--- config.mk ---
export PLATFORM = sky130hd
export DESIGN_NAME = imu_multiply_unit
export DESIGN_NICKNAME = d
export VERILOG_FILES = /design/src/include/imu_pkg.sv /design/src/rtl/imu_multiply_unit.sv
export VERILOG_INCLUDE_DIRS = /design/src /design/src/include
export SDC_FILE = /design/constraint.sdc
export NUM_CORES = 2
export LEC_CHECK = 0
export BUFFER_PORTS_ARGS = -buffer_cell sky130_fd_sc_hd__buf_4
export CORE_MARGIN = 2
export CORE_UTILIZATION = 40
export DETAILED_ROUTE_END_ITERATION = 10
export GPL_ROUTABILITY_DRIVEN = 0
export PLACE_DENSITY = 0.59
export SETUP_SLACK_MARGIN = 0.3
export SLEW_MARGIN = 20
export SYNTH_ARGS = -nofsm -noshare
export SYNTH_HDL_FRONTEND = slang
export SYNTH_SLANG_ARGS = --single-unit
--- constraint.sdc ---
create_clock -name sys_clk_in -period 22.9 [get_ports sys_clk_in]
set_input_delay 0 -clock sys_clk_in [delete_from_list [all_inputs] [get_ports sys_clk_in]]
set_output_delay 0 -clock sys_clk_in [all_outputs]
set_load 0.02 [all_outputs]
--- src/include/imu_params.svh ---
`ifndef IMU_PARAMS_SVH
`define IMU_PARAMS_SVH

// Register widths
`define IMU_XLEN        64
`define IMU_WORD        32
`define IMU_REG_ADDR_W  5
// Default latency in cycles (whole product formed at issue, then held until the count runs out)
`define IMU_LATENCY     4
// Reset value of the result pair
`define IMU_PAIR_RESET  64'h0000000000000000

`endif

--- src/include/imu_pkg.sv ---
`include "imu_params.svh"

package imu_pkg;

	// Operation codes presented with an issue
	typedef enum logic [2:0] {
		IMU_OP_NONE      = 3'h0,
		IMU_OP_MUL_REG   = 3'h1, // signed_multiply_to_register
		IMU_OP_MUL_PAIR  = 3'h2, // signed_multiply_to_pair
		IMU_OP_MULU_PAIR = 3'h3, // unsigned_multiply_to_pair
		IMU_OP_MOVE_HIGH = 3'h4  // move_to_high_result
	} imu_op_t;

	// Issue bundle from the pipeline
	typedef struct packed {
		logic                         valid;
		imu_op_t                      op;
		logic [`IMU_XLEN-1:0]         first_source;
		logic [`IMU_XLEN-1:0]         second_source;
		logic [`IMU_REG_ADDR_W-1:0]   dest;
	} imu_issue_t;

	// Write to the general register file
	typedef struct packed {
		logic                         valid;
		logic [`IMU_REG_ADDR_W-1:0]   dest;
		logic [`IMU_XLEN-1:0]         data;
	} imu_gpr_wr_t;

	// One-hot unit state
	typedef enum logic [1:0] {
		IMU_ST_IDLE = 2'b01,
		IMU_ST_BUSY = 2'b10
	} imu_state_t;

endpackage : imu_pkg

--- src/rtl/imu_multiply_unit.sv ---
`timescale 1ns/1ps
`include "imu_params.svh"

module imu_multiply_unit #(
	parameter int LATENCY = `IMU_LATENCY
) (
	input  wire logic                        sys_clk_in,
	input  wire logic                        srst_in,
	input  wire imu_pkg::imu_issue_t         issue_in,
	input  wire logic                        gpr_read_valid_in,
	input  wire logic [`IMU_REG_ADDR_W-1:0]  gpr_read_addr_in,
	input  wire logic                        pair_read_valid_in,
	output logic                             issue_ready_out,
	output logic                             gpr_read_stall_out,
	output logic                             pair_read_stall_out,
	output imu_pkg::imu_gpr_wr_t             gpr_write_out,
	output logic [`IMU_XLEN-1:0]             high_result_out,
	output logic [`IMU_XLEN-1:0]             low_result_out,
	output logic                             reg_pending_out,
	output logic                             pair_pending_out,
	output logic                             exception_out
);

	localparam int CNT_W = $clog2(LATENCY + 1);

	// Elaboration check on latency
	if (LATENCY < 1 || LATENCY > 64) begin : g_bad_latency
		$error("LATENCY must lie between 1 and 64");
	end

	////////////////////////////////////////////////////////////////////////////
	// State
	imu_pkg::imu_state_t            state_reg, state_next;
	logic [CNT_W-1:0]               count_reg, count_next;
	logic                           to_pair_reg, to_pair_next;
	logic [`IMU_REG_ADDR_W-1:0]     dest_reg, dest_next;
	logic [`IMU_XLEN-1:0]           hi_reg, hi_next;
	logic [`IMU_XLEN-1:0]           lo_reg, lo_next;
	logic signed [65:0]             prod_reg, prod_next;
	imu_pkg::imu_gpr_wr_t           wr_reg, wr_next;
	logic                           reg_pend_reg, reg_pend_next;
	logic                           pair_pend_reg, pair_pend_next;

	logic                           busy;
	logic                           is_mul_op;
	logic signed [32:0]             opa;
	logic signed [32:0]             opb;
	logic                           done;

	assign busy      = (state_reg == imu_pkg::IMU_ST_BUSY);
	assign is_mul_op = issue_in.valid && (issue_in.op == imu_pkg::IMU_OP_MUL_REG ||
		issue_in.op == imu_pkg::IMU_OP_MUL_PAIR || issue_in.op == imu_pkg::IMU_OP_MULU_PAIR);
	assign done      = busy && (count_reg == CNT_W'(1));

	// Operand extension: unsigned zero-extends, signed sign-extends the low word; upper bits ignored
	always_comb begin
		if (issue_in.op == imu_pkg::IMU_OP_MULU_PAIR) begin
			opa = {1'b0, issue_in.first_source[31:0]};
			opb = {1'b0, issue_in.second_source[31:0]};
		end else begin
			opa = {issue_in.first_source[31], issue_in.first_source[31:0]};
			opb = {issue_in.second_source[31], issue_in.second_source[31:0]};
		end
	end

	////////////////////////////////////////////////////////////////////////////
	// Next-state logic for the multiply sequencer and result registers
	always_comb begin
		state_next     = state_reg;
		count_next     = count_reg;
		to_pair_next   = to_pair_reg;
		dest_next      = dest_reg;
		hi_next        = hi_reg;
		lo_next        = lo_reg;
		prod_next      = prod_reg;
		wr_next        = '0;
		reg_pend_next  = reg_pend_reg;
		pair_pend_next = pair_pend_reg;
		case (state_reg)
			imu_pkg::IMU_ST_IDLE: begin
				if (is_mul_op) begin
					// Product captured at issue, held while the latency runs out
					prod_next      = opa * opb;
					count_next     = CNT_W'(LATENCY);
					dest_next      = issue_in.dest;
					to_pair_next   = (issue_in.op != imu_pkg::IMU_OP_MUL_REG);
					state_next     = imu_pkg::IMU_ST_BUSY;
					reg_pend_next  = (issue_in.op == imu_pkg::IMU_OP_MUL_REG);
					pair_pend_next = (issue_in.op != imu_pkg::IMU_OP_MUL_REG);
				end else if (issue_in.valid && issue_in.op == imu_pkg::IMU_OP_MOVE_HIGH) begin
					hi_next = issue_in.first_source;
				end
			end
			imu_pkg::IMU_ST_BUSY: begin
				count_next = count_reg - CNT_W'(1);
				if (done) begin
					state_next = imu_pkg::IMU_ST_IDLE;
					if (to_pair_reg) begin
						// Each word sign-extended into its register
						lo_next        = {{32{prod_reg[31]}}, prod_reg[31:0]};
						hi_next        = {{32{prod_reg[63]}}, prod_reg[63:32]};
						pair_pend_next = 1'b0;
					end else begin
						wr_next.valid = 1'b1;
						wr_next.dest  = dest_reg;
						wr_next.data  = {{32{prod_reg[31]}}, prod_reg[31:0]};
						reg_pend_next = 1'b0;
					end
				end
			end
			default: begin
				state_next = imu_pkg::IMU_ST_IDLE;
			end
		endcase
	end

	// Register stage
	always_ff @(posedge sys_clk_in) begin
		if (srst_in) begin
			state_reg     <= imu_pkg::IMU_ST_IDLE;
			count_reg     <= '0;
			to_pair_reg   <= 1'b0;
			dest_reg      <= '0;
			hi_reg        <= `IMU_PAIR_RESET;
			lo_reg        <= `IMU_PAIR_RESET;
			prod_reg      <= '0;
			wr_reg        <= '0;
			reg_pend_reg  <= 1'b0;
			pair_pend_reg <= 1'b0;
		end else begin
			state_reg     <= state_next;
			count_reg     <= count_next;
			to_pair_reg   <= to_pair_next;
			dest_reg      <= dest_next;
			hi_reg        <= hi_next;
			lo_reg        <= lo_next;
			prod_reg      <= prod_next;
			wr_reg        <= wr_next;
			reg_pend_reg  <= reg_pend_next;
			pair_pend_reg <= pair_pend_next;
		end
	end

	////////////////////////////////////////////////////////////////////////////
	// Interlocks and outputs; issue_ready_out is low, so no new issue is taken, while busy
	assign issue_ready_out     = !busy;
	assign gpr_read_stall_out  = gpr_read_valid_in && reg_pend_reg &&
		(gpr_read_addr_in == dest_reg);
	assign pair_read_stall_out = pair_read_valid_in && pair_pend_reg;
	assign gpr_write_out       = wr_reg;
	assign high_result_out     = hi_reg; // Pair reads are combinational: a following write is safe
	assign low_result_out      = lo_reg;
	assign reg_pending_out     = reg_pend_reg;
	assign pair_pending_out    = pair_pend_reg;
	assign exception_out       = 1'b0;

	////////////////////////////////////////////////////////////////////////////
	// Assertions
	logic [6:0] busy_cnt_reg;
	always_ff @(posedge sys_clk_in) begin
		if (srst_in || !busy) begin
			busy_cnt_reg <= '0;
		end else begin
			busy_cnt_reg <= busy_cnt_reg + 7'h01;
		end
	end

	////////////////////////////////////////////////////////////////////////////
	// Checker reference: full 64-bit product worked out apart from the datapath
	logic [63:0]                    chk_sa;
	logic [63:0]                    chk_sb;
	logic [63:0]                    chk_prod;
	logic [63:0]                    exp_wr_reg, exp_wr_next;
	logic [63:0]                    exp_lo_reg, exp_lo_next;
	logic [63:0]                    exp_hi_reg, exp_hi_next;

	// Operands widened to 64 bits; low 64 bits of the product are sign-agnostic
	always_comb begin
		if (issue_in.op == imu_pkg::IMU_OP_MULU_PAIR) begin
			chk_sa = {32'h00000000, issue_in.first_source[31:0]};
			chk_sb = {32'h00000000, issue_in.second_source[31:0]};
		end else begin
			chk_sa = {{32{issue_in.first_source[31]}}, issue_in.first_source[31:0]};
			chk_sb = {{32{issue_in.second_source[31]}}, issue_in.second_source[31:0]};
		end
		chk_prod = chk_sa * chk_sb;
	end

	// Expected results, captured when a multiply is taken
	always_comb begin
		exp_wr_next = exp_wr_reg;
		exp_lo_next = exp_lo_reg;
		exp_hi_next = exp_hi_reg;
		if (!busy && is_mul_op) begin
			exp_wr_next = {{32{chk_prod[31]}}, chk_prod[31:0]};
			exp_lo_next = {{32{chk_prod[31]}}, chk_prod[31:0]};
			exp_hi_next = {{32{chk_prod[63]}}, chk_prod[63:32]};
		end
	end

	// Expected result registers
	always_ff @(posedge sys_clk_in) begin
		if (srst_in) begin
			exp_wr_reg <= 64'h0000000000000000;
			exp_lo_reg <= 64'h0000000000000000;
			exp_hi_reg <= 64'h0000000000000000;
		end else begin
			exp_wr_reg <= exp_wr_next;
			exp_lo_reg <= exp_lo_next;
			exp_hi_reg <= exp_hi_next;
		end
	end

	// Register multiply: write arrives LATENCY+1 edges after the issue edge
	a_reg_mul_timing: assert property (@(posedge sys_clk_in) disable iff (srst_in)
		(state_reg == imu_pkg::IMU_ST_IDLE && issue_in.valid && issue_in.op == imu_pkg::IMU_OP_MUL_REG)
		|-> ##(LATENCY + 1) gpr_write_out.valid)
		else $error("register multiply result late");

	// Register multiply: written data is the sign-extended low product word
	a_reg_mul_value: assert property (@(posedge sys_clk_in) disable iff (srst_in)
		gpr_write_out.valid |-> (gpr_write_out.data == exp_wr_reg))
		else $error("register multiply result wrong");

	// Write pulse lasts one cycle and carries the captured destination
	a_write_pulse: assert property (@(posedge sys_clk_in) disable iff (srst_in)
		gpr_write_out.valid |-> (gpr_write_out.dest == dest_reg) ##1 !gpr_write_out.valid)
		else $error("register write pulse wrong");

	// Pair result against the independently formed product
	a_pair_value: assert property (@(posedge sys_clk_in) disable iff (srst_in)
		(done && to_pair_reg) |=> (lo_reg == exp_lo_reg && hi_reg == exp_hi_reg))
		else $error("pair result value wrong");

	// Pending flag falls exactly when the register write is launched
	a_pend_write: assert property (@(posedge sys_clk_in) disable iff (srst_in)
		$fell(reg_pend_reg) |-> gpr_write_out.valid)
		else $error("pending flag fell without write");

	// At most one kind of multiply outstanding
	a_pend_onehot: assert property (@(posedge sys_clk_in) disable iff (srst_in)
		!(reg_pend_reg && pair_pend_reg))
		else $error("both pending flags set");

	// No stall of an unrelated register or of an idle pair
	a_no_false_stall: assert property (@(posedge sys_clk_in) disable iff (srst_in)
		(gpr_read_addr_in != dest_reg || !pair_pend_reg) |->
		((gpr_read_addr_in == dest_reg || !gpr_read_stall_out) && (pair_pend_reg || !pair_read_stall_out)))
		else $error("stall without pending result");

	// Unit is ready again right after completion
	a_ready_after: assert property (@(posedge sys_clk_in) disable iff (srst_in)
		done |=> issue_ready_out)
		else $error("unit not ready after completion");

	a_pair_untouched: assert property (@(posedge sys_clk_in) disable iff (srst_in)
		(busy && !to_pair_reg) |=> ($stable(hi_reg) && $stable(lo_reg)))
		else $error("register multiply changed result pair");

	a_no_exception: assert property (@(posedge sys_clk_in) disable iff (srst_in)
		!exception_out)
		else $error("multiply raised exception");

	a_pair_words: assert property (@(posedge sys_clk_in) disable iff (srst_in)
		(done && to_pair_reg) |=> (lo_reg[31:0] == $past(prod_reg[31:0]) && hi_reg[31:0] == $past(prod_reg[63:32])
		&& lo_reg[63:32] == {32{lo_reg[31]}} && hi_reg[63:32] == {32{hi_reg[31]}}))
		else $error("pair result words wrong");

	a_unsigned_ext: assert property (@(posedge sys_clk_in) disable iff (srst_in)
		(issue_in.op == imu_pkg::IMU_OP_MULU_PAIR) |-> (opa[32] == 1'b0 && opb[32] == 1'b0))
		else $error("unsigned operand not zero-extended");

	a_gpr_stall: assert property (@(posedge sys_clk_in) disable iff (srst_in)
		(gpr_read_valid_in && gpr_read_addr_in == dest_reg && busy && !to_pair_reg) |-> gpr_read_stall_out)
		else $error("destination read not stalled");

	a_pair_stall: assert property (@(posedge sys_clk_in) disable iff (srst_in)
		(pair_read_valid_in && busy && to_pair_reg) |-> pair_read_stall_out)
		else $error("pair read not stalled");

	a_busy_bound: assert property (@(posedge sys_clk_in) disable iff (srst_in)
		busy_cnt_reg <= 7'(LATENCY))
		else $error("multiply ran past its latency");

	a_move_high: assert property (@(posedge sys_clk_in) disable iff (srst_in)
		(!busy && issue_in.valid && issue_in.op == imu_pkg::IMU_OP_MOVE_HIGH) |=> hi_reg == $past(issue_in.first_source))
		else $error("move to high wrong");

	// Pending set the cycle after issue, cleared LATENCY cycles later
	a_pend_clear: assert property (@(posedge sys_clk_in) disable iff (srst_in)
		(!busy && is_mul_op) |=> (reg_pend_reg || pair_pend_reg) ##(LATENCY) !(reg_pend_reg || pair_pend_reg))
		else $error("pending flag timing wrong");

endmodule : imu_multiply_unit

==> impl_metrics.ini <==
[clocking]
cts_buffer_depth = 3
insertion_delay_ns = 0.51
cts_resized = 0
clock-sinks = 211
cts_inserted_buffers = 24
postCtsSetupBuffers = 0
h-tree-depth = 1
cts-hold-fix-buffers = 55
cts_root_buf = clkbuf_16
clk_pin_slew_ns = 0.06
cts_tree = yes

[logic_synthesis]
synth_top_family_by_area = adder cells
synth_nets = 6594
ys_types = 68
synthSimpleGateAreaFrac_pct = 15.7
async_flop_share_pct = 0
synthFlopType = dfxtp_1
yosys_warnings = 0
synth-seq-cells = 211
synthMuxAreaShare_pct = 0
synth_top_area_share_pct = 49.3
ys_top_cells_by_area = fa_1 49%, inv_1 9.3%, dfxtp_1 9.2%
synth-edff-count = 0
seq_area_frac_synth_pct = 9.25
synth_area_per_cell_sq_um = 8.94
postSynthCellCount = 5109
synth_xor_xnor_area_share_pct = 1.48
yosys.area_share.adder_pct = 55.2
yosysTopAreaCell = fa_1
synth_compound_area_share_pct = 5.59
synth_area_sq_mm = 0.0457

[worst_setup_path]
critPathArrivalTime_ns = 9.73
cp_num_buf_inv = 10
rrSetupSlack_ns = 19.97
worst_path_most_repeated_cell = fa_1
cp_data_required_time_ns = 23.30
cp-start-kind = primary input
path_class = in -> reg
crit_path_end_kind = flop
r2r_start = state_reg[1]$_SDFFE_PP0P_
cp_slowest_cell = fa_1
slowest_delay_ns = 1.22
worstPathMaxFanout = 20
critPathTopFamily = adder cells
r2r-end = gpr_write_out[20]$_SDFF_PP0_
r2r_cells = 6

[global_routing]
track_usage_pct = 22.3
antenna_found_initial = 5
grt_pass1_vias = 36250
grt_overflow = 0
grt_pass1_wl_microns = 205000
grt_max_degree = 95

[run]
maxCapViolCount = 0

[routing]
drt-vias-per-instance = 5.00
drt_wl_total_microns = 127000
drtAntennaViolNets = 0
firstDrtPassIters = 5
vias = 33450
avgRoutedWirePerCell_microns = 19.0
drc = 0
drt_iter0_markers = 1869

[timing]
tightest_slew_ns = 0.932
fmax_mhz = 107
whs_ns = 0.0322
period_minus_slack_ns = 9.33
period_share_pct = 40.7
max_slew_margin_pct = 37.9
final_hold_viol_count = 0
skew_ns = 0.0116
setup_tns_ns = 0
setup_violations = 0
maxSlewViolCount = 0
rsz0062_at_grt = no

[placement]
hpwl_microns = 101000
portBuffers = 316

[die]
start_util_pct = 40.4
dieArea_sq_mm = 0.117
die_x_microns = 342
ioPinCount = 350
num_rows = 123
core_area_sq_mm = 0.113
die_y_microns = 342

[min_path]
worstHoldEndpoint = high_result_out[23]$_SDFFE_PP0P_
min-delay-start = issue_in[92]
whs_path_depth = 3
hold_path_class = in -> reg

[cells_and_area]
syn2layout_area_growth_pct = 9.22
final_util_pct = 44.2
final_nets = 6657
drive_gt1_share_pct = 8.02

[outcome]
status = finished clean
## metal layers
layer  vias to the layer above  routed length (microns)  GRT usage [%]
li1                      14934                        -              -
met1                     17465                    55400           30.6
met2                       887                    61600           37.9
met3                       160                     6250           2.30
met4                         4                     3560           5.47
met5                         -                       27              0
## cell usage after synthesis, types with 4 or more instances
master,instances
o211ai_1,8
nor3_1,12
a311oi_1,33
xor2_1,24
nand3_1,14
a21oi_1,179
a21boi_0,5
inv_1,1132
a31o_2,4
nand4_1,12
o21ai_0,35
nor2_1,136
nor2b_1,8
o21a_1,4
a21o_1,33
a211o_1,4
and3_1,26
ha_1,214
and2_1,347
fa_1,1125
buf_1,7
nand3b_1,13
a211oi_1,43
dfxtp_1,211
or2_2,9
xnor2_1,53
nand2b_1,9
nand2_1,994
buf_4,65
clkbuf_1,286
a31oi_1,9
## through the flow
stage          setup slack [ns]  cells  area [sq um]
2_1_floorplan             15.03   5109         45700
3_3_place_gp              13.68   6591         48600
3_5_place_dp              13.60   6591         48600
4_1_cts                   13.54   6688         49900
5_1_grt                   13.12   6688         49900
6_report                  13.57   6690         49900
## how the worst max path moves through the flow
stage / cells past startpoint / start / end / slack, ns
global placement: 30 / issue_in[135] / prod_reg[63]$_SDFFE_PP0P_ / 13.68
floorplan: 29 / issue_in[135] / prod_reg[63]$_SDFFE_PP0P_ / 15.03
detailed placement: 30 / issue_in[135] / prod_reg[63]$_SDFFE_PP0P_ / 13.60
CTS: 31 / issue_in[133] / prod_reg[63]$_SDFFE_PP0P_ / 13.54
finish: 31 / issue_in[133] / prod_reg[63]$_SDFFE_PP0P_ / 13.57
global route: 31 / issue_in[133] / prod_reg[63]$_SDFFE_PP0P_ / 13.12
## logic make-up (layout without fill, tap and decap cells)
| group | Yosys count | in the layout |
|---|---|---|
| and+or+nand+nor | 1595 | 1595 |
| DFF | 211 | 211 |
| adders and majority gates | 1339 | 1339 |
| other | 1 | 3 |
| xor gates and xnor gates | 77 | 77 |
| buffers and inverters | 1494 | 1573 |
| AOI/OAI and AO/OA | 392 | 392 |
## tightest hold or removal path, stage by stage
cell	delay, ns
buf_4	0.27
nand2_1	0.12
a311oi_1	0.09
## area by class of cell
class                   count  area, sq um
well taps                1500         1880
clock buffers              34          699
diodes                      2         5.00
multi-input cells        3404        35600
flip-flops and latches    211         4230
fillers                 11121        63100
inverters                1133         4250
clock inverters             8         80.1
repair buffers            398         3130
## layout by cell type (no fill, tap or decap), drive strengths merged, types with 4 or more instances in the layout
cell type,count
a211oi,44
nand2b,9
inv,1134
xor2,24
a31o,4
ha,214
fa,1125
a21boi,5
o211ai,9
nand3b,13
and2,348
nand4,12
a311oi,33
a21o,33
a21oi,181
dfxtp,211
and3,26
dlygate4sd3,55
o21a,4
nand3,14
or2,9
nor3,12
o21ai,40
a31oi,10
nand2,994
nor2,137
a211o,4
nor2b,8
clkbuf,34
buf,343
xnor2,53
Power is not shown: default switching activity piles up to over one toggle a cycle in this logic, so the estimate is an artifact.
